==> src/design/metering_framer_pkg.sv <==
// Package: block codes, fixed block contents, carriers and state layout of the metering message framer
package metering_framer_pkg;

  // ----------------------------------------------------------------
  // Request codes
  // ----------------------------------------------------------------
  localparam logic [7:0] CODE_LEAD = 8'hA5;
  localparam logic [7:0] CODE_DEF = 8'hC0;
  localparam logic [7:0] CODE_CFG = 8'hC1;
  localparam logic [7:0] CODE_DATA = 8'hD1;

  // ----------------------------------------------------------------
  // Definition block, every byte ahead of the checksum
  // ----------------------------------------------------------------
  localparam logic [8*51-1:0] DEF_ROM = {
    48'hA5C0_3404_0303,                          // Code, length 34, counts 04 03 03
    96'hA5C1_A5D1_A5C2_A5D2_A5C3_A5D3,           // Six command codes
    64'h0004_A5C1_0000_0000,                     // Status flag entry, normal set
    64'h0004_A5C2_0000_0000,                     // Status flag entry, demand set
    64'h0004_A5C3_0000_0000,                     // Status flag entry, peak demand set
    64'h0100_0101_0005_0006,                     // Protocol descriptors
    8'h00                                        // Reserved
  };
  localparam logic [7:0] DEF_LAST = 8'h33;       // Index of the checksum byte

  // ----------------------------------------------------------------
  // Configuration block pieces
  // ----------------------------------------------------------------
  localparam logic [8*16-1:0] CFG_HEAD = 128'hA5C1_8401_0000_0A02_3C01_0004_0054_005C;
  localparam logic [7:0] CFG_BANKS_IDX = 8'h08;  // Digital bank count position
  localparam logic [7:0] CFG_BANKS_STD = 8'h3C;
  localparam logic [7:0] CFG_BANKS_EXT = 8'h3D;
  localparam logic [7:0] CFG_CHAN_OFS = 8'h10;   // First channel descriptor
  localparam logic [7:0] CFG_CHAN_LEN = 8'h0A;   // Bytes per descriptor
  localparam logic [7:0] CFG_NAME_LEN = 8'h06;   // Name bytes per descriptor
  localparam logic [8*60-1:0] CHAN_NAMES = {
    48'h4941_0000_0000, 48'h4942_0000_0000, 48'h4943_0000_0000, 48'h494E_0000_0000,
    48'h5641_0000_0000, 48'h5642_0000_0000, 48'h5643_0000_0000, 48'h5653_0000_0000,
    48'h4652_4551_0000, 48'h5642_4154_0000
  };
  localparam logic [8*4-1:0] CHAN_TAIL = 32'h01FF_0000; // Type, scale type, scale offset
  localparam logic [7:0] CFG_CALC_OFS = 8'h74;   // Calculation block start
  localparam logic [8*15-1:0] CFG_CALC = 120'h0000_FFFF_FFFF_FFFF_0001_0204_0506_00;
  localparam logic [7:0] CFG_LAST = 8'h83;

  // ----------------------------------------------------------------
  // Data block layout
  // ----------------------------------------------------------------
  localparam logic [7:0] DATA_LEN_STD = 8'h9A;
  localparam logic [7:0] DATA_LEN_EXT = 8'h9C;
  localparam logic [7:0] DATA_STATUS_OFS = 8'h03;
  localparam logic [7:0] DATA_ANALOG_OFS = 8'h04;
  localparam logic [7:0] DATA_STAMP_OFS = 8'h54;
  localparam logic [7:0] DATA_BANK_OFS = 8'h5C;
  localparam int ANALOG_BYTES = 80;
  localparam int STAMP_BYTES = 8;
  localparam int BANK_BYTES = 61;

  // ----------------------------------------------------------------
  // Carriers and state
  // ----------------------------------------------------------------
  // Meter snapshot; first byte sent sits in the top bits of each field
  typedef struct packed {
    logic [7:0] status;
    logic [8*ANALOG_BYTES-1:0] analog;
    logic [8*STAMP_BYTES-1:0] stamp;
    logic [8*BANK_BYTES-1:0] banks;
  } meter_snap_t;

  typedef struct packed {
    logic valid;
    logic [7:0] data;
  } byte_beat_t;

  typedef enum logic [2:0] {
    ST_IDLE = 3'b001,
    ST_LEAD = 3'b010,
    ST_SEND = 3'b100
  } fsm_t;

  typedef enum logic [2:0] {
    BLK_DEF = 3'b001,
    BLK_CFG = 3'b010,
    BLK_DATA = 3'b100
  } blk_t;

  typedef struct packed {
    fsm_t fsm;
    blk_t blk;
    logic [7:0] idx;
    logic [7:0] sum;
    logic ext;
    logic ext_s1;
    logic ext_s2;
    byte_beat_t tx;
    byte_beat_t hold;
    logic ascii_ready;
    meter_snap_t snap;
  } state_t;

  localparam state_t STATE_RST = '{fsm: ST_IDLE, blk: BLK_DEF, default: '0};

endpackage : metering_framer_pkg

==> src/design/metering_message_framer.sv <==
// Binary request decoder and block framer with ASCII pre-emption on a shared byte stream
//
// Functional notes
// - Request A5C0 sends definition block: A5C0, length 34.
// - Definition block counts follow: 04, 03, 03.
// - Then six command codes A5C1 A5D1 A5C2 A5D2 A5C3 A5D3.
// - Then three entries: 0004 and zero-padded configuration code each.
// - Then protocol descriptors 0100, 0101, 0005, 0006.
// - Definition block ends with reserved 00 and checksum.
// - Request A5C1 sends configuration: A5C1, 84, 01, 00, 00.
// - Geometry 0A, 02, 3C, 01; offsets 0004, 0054, 005C.
// - Extended variant declares 3D digital banks.
// - Channel descriptor: six-byte padded name, 01, FF, 0000.
// - Ten descriptors in fixed order, battery voltage last.
// - Calculation block: 00, 00, then FFFF three times.
// - Channel indices 00 01 02 04 05 06, reserved 00, checksum.
// - Request A5D1 sends data block: A5D1, 9A, status byte.
// - Then 80 bytes of analog X and Y components.
// - Then 8-byte stamp, 60 bank bytes, reserved, checksum.
// - Extended variant: length 9C, 61 banks, two reserved bytes.
// - Binary request pre-empts ASCII output, which resumes afterwards.
`timescale 1ns/1ps
`default_nettype none

module metering_message_framer
  import metering_framer_pkg::*;
(
  input wire logic clk_sys,
  input wire logic rst,
  input wire logic rx_valid,
  input wire logic [7:0] rx_data,
  input wire logic ascii_valid,
  input wire logic [7:0] ascii_data,
  output logic ascii_ready,
  output logic tx_valid,
  output logic [7:0] tx_data,
  input wire logic tx_ready,
  input wire meter_snap_t meter_snap,
  input wire logic ext_variant,
  output logic binary_busy
);

  // ----------------------------------------------------------------
  // Block content
  // ----------------------------------------------------------------

  // Configuration block byte by index
  function automatic logic [7:0] cfg_byte(input logic [7:0] i, input logic ext);
    logic [7:0] j;
    logic [7:0] ch;
    logic [7:0] off;
    logic [7:0] k;
    cfg_byte = 8'h00;
    j = i - CFG_CHAN_OFS;
    ch = j / CFG_CHAN_LEN;
    off = j % CFG_CHAN_LEN;
    k = i - CFG_CALC_OFS;
    if (i == CFG_BANKS_IDX) begin
      cfg_byte = ext ? CFG_BANKS_EXT : CFG_BANKS_STD;
    end else if (i < CFG_CHAN_OFS) begin
      cfg_byte = CFG_HEAD[8*(15-int'(i)) +: 8];
    end else if (i < CFG_CALC_OFS) begin
      if (off < CFG_NAME_LEN) begin
        cfg_byte = CHAN_NAMES[8*(59-int'(ch)*6-int'(off)) +: 8];
      end else begin
        cfg_byte = CHAN_TAIL[8*(9-int'(off)) +: 8];
      end
    end else if (i < CFG_LAST) begin
      cfg_byte = CFG_CALC[8*(14-int'(k)) +: 8];
    end
  endfunction

  // Data block byte by index, taken from the latched snapshot
  function automatic logic [7:0] data_byte(input logic [7:0] i, input logic ext, input meter_snap_t sn);
    logic [7:0] nbank;
    int k;
    data_byte = 8'h00; // Reserved bytes read zero
    nbank = ext ? CFG_BANKS_EXT : CFG_BANKS_STD;
    k = 0;
    if (i == 8'h00) begin
      data_byte = CODE_LEAD;
    end else if (i == 8'h01) begin
      data_byte = CODE_DATA;
    end else if (i == 8'h02) begin
      data_byte = ext ? DATA_LEN_EXT : DATA_LEN_STD;
    end else if (i == DATA_STATUS_OFS) begin
      data_byte = sn.status;
    end else if (i < DATA_STAMP_OFS) begin
      k = int'(i) - int'(DATA_ANALOG_OFS);
      data_byte = sn.analog[8*(ANALOG_BYTES-1-k) +: 8];
    end else if (i < DATA_BANK_OFS) begin
      k = int'(i) - int'(DATA_STAMP_OFS);
      data_byte = sn.stamp[8*(STAMP_BYTES-1-k) +: 8];
    end else if (i < DATA_BANK_OFS + nbank) begin
      k = int'(i) - int'(DATA_BANK_OFS);
      data_byte = sn.banks[8*(BANK_BYTES-1-k) +: 8];
    end
  endfunction

  // ----------------------------------------------------------------
  // State
  // ----------------------------------------------------------------
  state_t s_q;
  state_t s_d;
  logic [7:0] last_idx;
  logic [7:0] blk_byte;

  // Index of the checksum byte and the content byte for the open block
  always_comb begin
    last_idx = DEF_LAST;
    blk_byte = 8'h00;
    unique case (s_q.blk)
      BLK_DEF: begin
        last_idx = DEF_LAST;
        blk_byte = DEF_ROM[8*(50-int'(s_q.idx)) +: 8];
      end
      BLK_CFG: begin
        last_idx = CFG_LAST;
        blk_byte = cfg_byte(s_q.idx, s_q.ext);
      end
      BLK_DATA: begin
        last_idx = (s_q.ext ? DATA_LEN_EXT : DATA_LEN_STD) - 8'h01;
        blk_byte = data_byte(s_q.idx, s_q.ext, s_q.snap);
      end
      default: begin
        last_idx = DEF_LAST;
        blk_byte = 8'h00;
      end
    endcase
    if (s_q.idx == last_idx) begin
      blk_byte = s_q.sum;
    end
  end

  // ----------------------------------------------------------------
  // Next state
  // ----------------------------------------------------------------
  always_comb begin
    s_d = s_q;
    // Variant strap through two flops
    s_d.ext_s1 = ext_variant;
    s_d.ext_s2 = s_q.ext_s1;
    // Output slot drains on the handshake
    if (s_q.tx.valid && tx_ready) begin
      s_d.tx.valid = 1'b0;
    end
    // Request decode and block transmission
    unique case (s_q.fsm)
      ST_IDLE: begin
        if (rx_valid && rx_data == CODE_LEAD) begin
          s_d.fsm = ST_LEAD;
        end
      end
      ST_LEAD: begin
        if (rx_valid) begin
          if (rx_data == CODE_DEF || rx_data == CODE_CFG || rx_data == CODE_DATA) begin
            s_d.fsm = ST_SEND;
            s_d.idx = 8'h00;
            s_d.sum = 8'h00;
            s_d.ext = s_q.ext_s2;
            s_d.snap = meter_snap;
            if (rx_data == CODE_DEF) begin
              s_d.blk = BLK_DEF;
            end else if (rx_data == CODE_CFG) begin
              s_d.blk = BLK_CFG;
            end else begin
              s_d.blk = BLK_DATA;
            end
          end else if (rx_data != CODE_LEAD) begin
            s_d.fsm = ST_IDLE; // Unsupported codes are dropped
          end
        end
      end
      ST_SEND: begin
        if (!s_d.tx.valid) begin
          s_d.tx.valid = 1'b1;
          s_d.tx.data = blk_byte;
          s_d.sum = s_q.sum + blk_byte;
          s_d.idx = s_q.idx + 8'h01;
          if (s_q.idx == last_idx) begin
            s_d.fsm = ST_IDLE;
          end
        end
      end
      default: begin
        s_d.fsm = ST_IDLE;
      end
    endcase
    // Held ASCII byte goes out only while no block is open
    if (s_q.fsm != ST_SEND && s_d.fsm != ST_SEND && !s_d.tx.valid && s_q.hold.valid) begin
      s_d.tx = s_q.hold;
      s_d.hold.valid = 1'b0;
    end
    // ASCII byte taken into the hold register
    if (ascii_valid && s_q.ascii_ready) begin
      s_d.hold.valid = 1'b1;
      s_d.hold.data = ascii_data;
    end
    s_d.ascii_ready = !s_d.hold.valid;
  end

  // Register the whole state
  always_ff @(posedge clk_sys) begin
    if (rst) begin
      s_q <= STATE_RST;
    end else begin
      s_q <= s_d;
    end
  end

  // Outputs straight from the state flops
  assign tx_valid = s_q.tx.valid;
  assign tx_data = s_q.tx.data;
  assign ascii_ready = s_q.ascii_ready;
  assign binary_busy = s_q.fsm[2];

endmodule // metering_message_framer

`default_nettype wire

==> config.mk <==
export PLATFORM = sky130hd
export DESIGN_NAME = metering_message_framer
export DESIGN_NICKNAME = d
export VERILOG_FILES = /design/src/design/metering_framer_pkg.sv /design/src/design/metering_message_framer.sv
export SDC_FILE = /design/constraint.sdc
export NUM_CORES = 2
export LEC_CHECK = 0
export ABC_CLOCK_PERIOD_IN_PS = 21400
export CORE_AREA = 2 2 482 484
export CTS_CLUSTER_SIZE = 14
export DETAILED_ROUTE_END_ITERATION = 8
export DIE_AREA = 0 0 484 486
export DONT_BUFFER_PORTS = 1
export HOLD_SLACK_MARGIN = 0.05
export MAX_ROUTING_LAYER = met4
export PLACE_DENSITY_LB_ADDON = 0.08
export SLEW_MARGIN = 20
export SYNTH_ARGS = -nofsm -noshare
export SYNTH_HDL_FRONTEND = slang
export SYNTH_SLANG_ARGS = --single-unit
==> constraint.sdc <==
create_clock -name clk_sys -period 21.4 [get_ports clk_sys]
set_input_delay 4.28 -clock clk_sys [delete_from_list [all_inputs] [get_ports clk_sys]]
set_output_delay 4.28 -clock clk_sys [all_outputs]
set_load 0.05 [all_outputs]
== Word level (Yosys, flattened, before mapping) ==
Cells that the tools add are included.
Word-level totals
  register bits after elaboration: 1244
  bits in latches: 0
  memory bits (writable): 0
  memory bits (read-only): 0
  logic and storage cells: 124
  memories: 0
Cells by class
  add/sub/neg operators: 18
  multipliers: 1
  div/mod/pow operators: 2
  $lt $le $gt $ge: 7
  equal/unequal tests: 22
  shift-type cells: 8
  multiplexer cells: 34
  bitwise logic cells: 0
  reduce and logical (&&, ||, !) cells: 16
Operators by type and width (number)
  variable part select 640 x 13 -> 8 bit: 1
  variable part select 488 x 13 -> 8 bit: 1
  variable part select 480 x 16 -> 8 bit, first input constant: 1
  variable part select 408 x 12 -> 8 bit, first input constant: 1
  variable part select 128 x 12 -> 8 bit, first input constant: 1
  variable part select 120 x 12 -> 8 bit, first input constant: 1
  two-way mux 8 bit: 14
  variable part select 64 x 13 -> 8 bit: 1
  == test 8 bit, second input constant: 4
  one-hot mux 16 bit (2 select lines): 1
  variable part select 32 x 12 -> 8 bit, first input constant: 1
  subtractor 4 x 8 -> 9 bit, first input constant: 3
  less-than comparator 8 x 7 -> 1 bit, second input constant: 3
  two-way mux 3 bit: 8
  one-hot mux 8 bit (3 select lines): 1
  two-way mux 23 bit: 1
  two-way mux 20 bit: 1
  two-way mux 9 bit: 2
  subtractor 8 x 7 -> 9 bit, second input constant: 2
  == test 8 x 2 -> 1 bit, second input constant: 2
  two-way mux 16 bit: 1
  one-hot mux 8 bit (2 select lines): 1
  subtractor 12 x 9 -> 13 bit: 1
  subtractor 6 x 11 -> 12 bit, first input constant: 1
  38 further kinds: 54

== Logic depth before layout (Yosys ltp) ==
  word-level depth: 20
  gate-level depth with buffers: 45
  gate-level depth less buffers: 39

== Least setup slack after synthesis ==
Ideal clock, no wire load.
  path kind: reg2reg
  from: register s_q[1232] in the netlist's numbering
  to: register s_q[1229] in the netlist's numbering
  library setup time: 0.061 ns
  arrival: 9.429 ns
  slack: 11.911 ns
  cell stages (with the launch flop): 45
  path buffers: 6
  cell sequence: dfxtp_1 -> buf_2 -> inv_2 -> clkbuf_1 -> clkbuf_1 -> buf_1 -> ha_1 -> buf_2 -> nor3b_1 -> o21ai_1 -> a2bb2oi_4 -> nor4_1 -> a211oi_2 -> buf_2 -> a31oi_1 -> o2bb2ai_2 -> nand2_1 -> ha_1 -> [9 not listed] -> a311o_2 -> a311oi_4 -> nand3_1 -> o41ai_1 -> o211ai_1 -> a32oi_1 -> ha_1 -> a21oi_1 -> nand2_1 -> a21o_1 -> a21o_1 -> a21o_1 -> a21o_1 -> mux2i_1 -> a2111oi_0 -> nand2_1 -> nor3_1 -> a32o_1
On the way
  longest elaborated chain between the ends: 15
Ends and longest elaborated chain
  start, declared: RTL line metering_message_framer.sv:103  | state_t s_q;
  start signal, assigned: RTL line metering_message_framer.sv:205  | s_q <= STATE_RST;
  start signal, assigned: RTL line metering_message_framer.sv:207  | s_q <= s_d;
  subtractor 8 x 5 -> 8 bit / subtractor 8 x 7 -> 9 bit (equally long branches): RTL line metering_message_framer.sv:54, metering_message_framer.sv:95
  divider 8 x 4 -> 8 bit / subtractor 7 x 9 -> 10 bit (equally long branches): RTL line metering_message_framer.sv:55, metering_message_framer.sv:96
  multiplier 8 x 2 -> 10 bit / variable part select 488 x 13 -> 8 bit (equally long branches): RTL line metering_message_framer.sv:64, metering_message_framer.sv:96
  subtractor 6 x 11 -> 12 bit / two-way mux 8 bit (equally long branches): RTL line metering_message_framer.sv:64, metering_message_framer.sv:94
  subtractor 12 x 9 -> 13 bit / two-way mux 8 bit (equally long branches): RTL line metering_message_framer.sv:64, metering_message_framer.sv:91
  variable part select 480 x 16 -> 8 bit / two-way mux 8 bit (equally long branches): RTL line metering_message_framer.sv:64, metering_message_framer.sv:88
  two-way mux 8 bit (on tied branches): RTL line metering_message_framer.sv:63, metering_message_framer.sv:86
  two-way mux 8 bit (on tied branches): RTL line metering_message_framer.sv:62, metering_message_framer.sv:84
  two-way mux 8 bit (on tied branches): RTL line metering_message_framer.sv:60, metering_message_framer.sv:82
  two-way mux 8 bit (on tied branches): RTL line metering_message_framer.sv:58, metering_message_framer.sv:80
  one-hot mux 8 bit (3 select lines): RTL line metering_message_framer.sv:112  | unique case (s_q.blk)
  two-way mux 8 bit *: RTL line metering_message_framer.sv:130  | if (s_q.idx == last_idx) begin
  adder 8 bit *: RTL line metering_message_framer.sv:178  | s_d.sum = s_q.sum + blk_byte;
  two-way mux 16 bit *: RTL line metering_message_framer.sv:175  | if (!s_d.tx.valid) begin
  one-hot mux 16 bit (2 select lines) *: RTL line metering_message_framer.sv:148  | unique case (s_q.fsm)
Every way passes the cells marked *; elsewhere a longest branch is shown, timed or not. The select of a mux whose other input is x is not followed.
A chain may end at the register's enable or synchronous reset.

== Worst setup path after layout ==
  from: register s_q[1233] in the netlist's numbering
  to: register s_q[1229] in the netlist's numbering
Same word-level chain as after synthesis.

==> out/qor.txt <==
Detailed Place HPWL: 203000 um
Synth warnings: 0
Post-CTS Resized: 0
prevailing post-synth register cell: dfxtp_1
Critical Path RT: 22120 ps
Seq cells post-synth: 1244
synth cell count leaders: 2568 x nand2_1, 1316 x a21oi_1, 1244 x dfxtp_1
fin cells: 9877
post-CTS setup buffers: 0
total track usage: 0.230
Max Clk Rate: 0.0910 GHz
number of flops mapped to enable cells by yosys: 0
Mapped Area: 56800 sq um
status: finished, final reports clean
total leakage power: 19.6 nW
gr ovfl total: 0
Syn Nets: 8218
H-Tree Depth: 4
Setup CP Type: reg2reg
asr flop ratio synth: 0
placed cell areas: 59300 sq um
clock slew at reported path FFs: 60 ps
final wirelength: 274000 um
final worst-path cycle share: 0.513
WL per Instance: 27.8 um
Worst path top cell family by delay: compound AO/OA/AOI/OAI gates
TritonRoute pass-1 iters: 7
register area share after synthesis: 0.438
CTS buffer count: 158
Worst-Skew Late Latency: 810 ps
Final Hold Violating Endpoints: 0
leading area contributor after synthesis: dfxtp_1
die area: 235000 sq um
most common cell in the netlist: nand2_1
setup total negative slack: 0 ps
RSZ-0062 raised after global routing: no
via count: 49500
global-route wire length before repair: 380000 um
Post-Syn Area per Cell: 8.17 sq um
Initial Util: 0.248
relative slew slack: 0.227
CTS tree: built
Final Wtd Congestion: 0.843
largest net degree at the start of global routing: 244
nets: 7882
WP buf/inv: 2
Max IR drop VDD: 0.0000593 V
CTS root buf: clkbuf_16
post-route ant nets: 0
CP Capture Type: flip-flop
DIE WIDTH: 484 um
Clock Path Buffers: 3
Hold-fix buffers, CTS: 0
vias in the first global route: 48500
Iteration-0 DRC Markers: 3714
slowest cell on the critical path: a211oi_2
Mapped Cells: 6955
Clock Sinks: 1244
PwrDens: 78.4 nW/um^2
maxcap violations: 0
fraction of layout cells with a size suffix above 1: 0.0987
io pins: 1233
Tmin final: 10990 ps
core area: 229000 sq um
critical path peak fanout: 13
final core utilization: 0.282
antenna violations before repair: 134
vias per inst: 5.01
Worst Clk Skew: 34.8 ps
worst min path class: reg2reg
measured slew at the worst slew-check pin: 1160 ps
Die Height: 486 um
area delta synth->final: 14.0%
Yosys top cell area share: 0.438
Fin Hold WS: 440 ps
Final setup viols: 0
DRC violations left: 0
dpl cells: 9484
Worst setup SP type: flip-flop
row count: 176
WP data arrival: 11710 ps
Finished Cell Area: 64800 sq um
CP max stage delay: 770 ps
Max Slew Vio Count: 0
port bufs: 0
Synth cell types: 101
main area contributors after synthesis: dfxtp_1 44%, nand2_1 17%, a21oi_1 12%
## through the flow
step / worst slack, ps / power [W]
after floorplan: 11910 / 0.00241
after global placement: 10520 / 0.00238
after detailed placement: 10450 / 0.00242
after CTS: 10430 / 0.00515
after global routing: 9720 / 0.00525
final: 10410 / 0.00507
## routing by layer
layer,global-route usage,wire length [um]
met1,0.273,115000
met2,0.376,133000
met3,0.0733,21300
met4,0.0539,5430
met5,-,0
## state kept, by name, indices dropped and copies added (netlist names)
register	flops
tx_valid	1
tx_data	8
binary_busy	1
s_q	1232
ascii_ready	1
s_d	1
## where the power goes
group	leakage (nW)	switching (W)	internal (W)
clock	2.52	0.00111	0.00159
sequential	10.0	0.00000496	0.00232
combinational	7.06	0.0000410	0.00000896
## layout make-up
cell class	instances	area [sq um]
multi-input cells	5093	29600
well taps	3026	3790
clock buffers	244	4720
repair buffers	91	898
clock inverters	34	447
fillers	25000	165000
diodes	114	285
inverters	31	116
flip-flops and latches	1244	24900
## cell families (layout without fill, tap and decap cells)
logic type	count (synthesis)	in the layout	synth area share
xor gates and xnor gates	58	58	0.00947
muxes	388	388	0.129
other	0	114	0
AOI/OAI and AO/OA	1734	1734	0.172
DFF	1244	1244	0.438
buffers and inverters	618	400	0.0436
and+or+nand+nor	2871	2871	0.198
adders and majority gates	42	42	0.00960
## cells in the final DEF (no fill, tap or decap), drive strengths merged, types with 11 or more instances in the layout
master	Yosys	final
nor2	89	89
nand2b	14	14
a21o	15	15
a22oi	22	22
and3	12	12
a221oi	30	30
clkbuf	478	244
nor4	11	11
xnor2	37	37
inv	28	36
and2	11	11
mux2i	111	111
nand4	11	11
xor2	21	21
o21a	11	11
ha	38	38
a211oi	22	22
o22ai	32	32
o21ai	98	98
clkinv	3	19
nand3	49	49
o211ai	15	15
a311oi	14	14
nor3	37	37
a31oi	33	33
diode	0	114
o221ai	31	31
nand2	2568	2568
dfxtp	1244	1244
a21oi	1318	1318
nor2b	28	28
buf	109	91
mux4	274	274
## worst paths after layout
kind	from	endpoint	slack (ps)	cells after the start
worst max register to register	s_q[1233]$_SDFFE_PP0P_	s_q[1229]$_SDFFE_PP0P_	10410	37
worst min register to register	s_d[1219]$_SDFF_PP0_	s_q[1219]$_SDFF_PP0_	440	1
worst min-delay path	s_d[1219]$_SDFF_PP0_	s_q[1219]$_SDFF_PP0_	440	1
worst max-delay path	s_q[1233]$_SDFFE_PP0P_	s_q[1229]$_SDFFE_PP0P_	10410	37
Power figures use the tool's default switching activity.
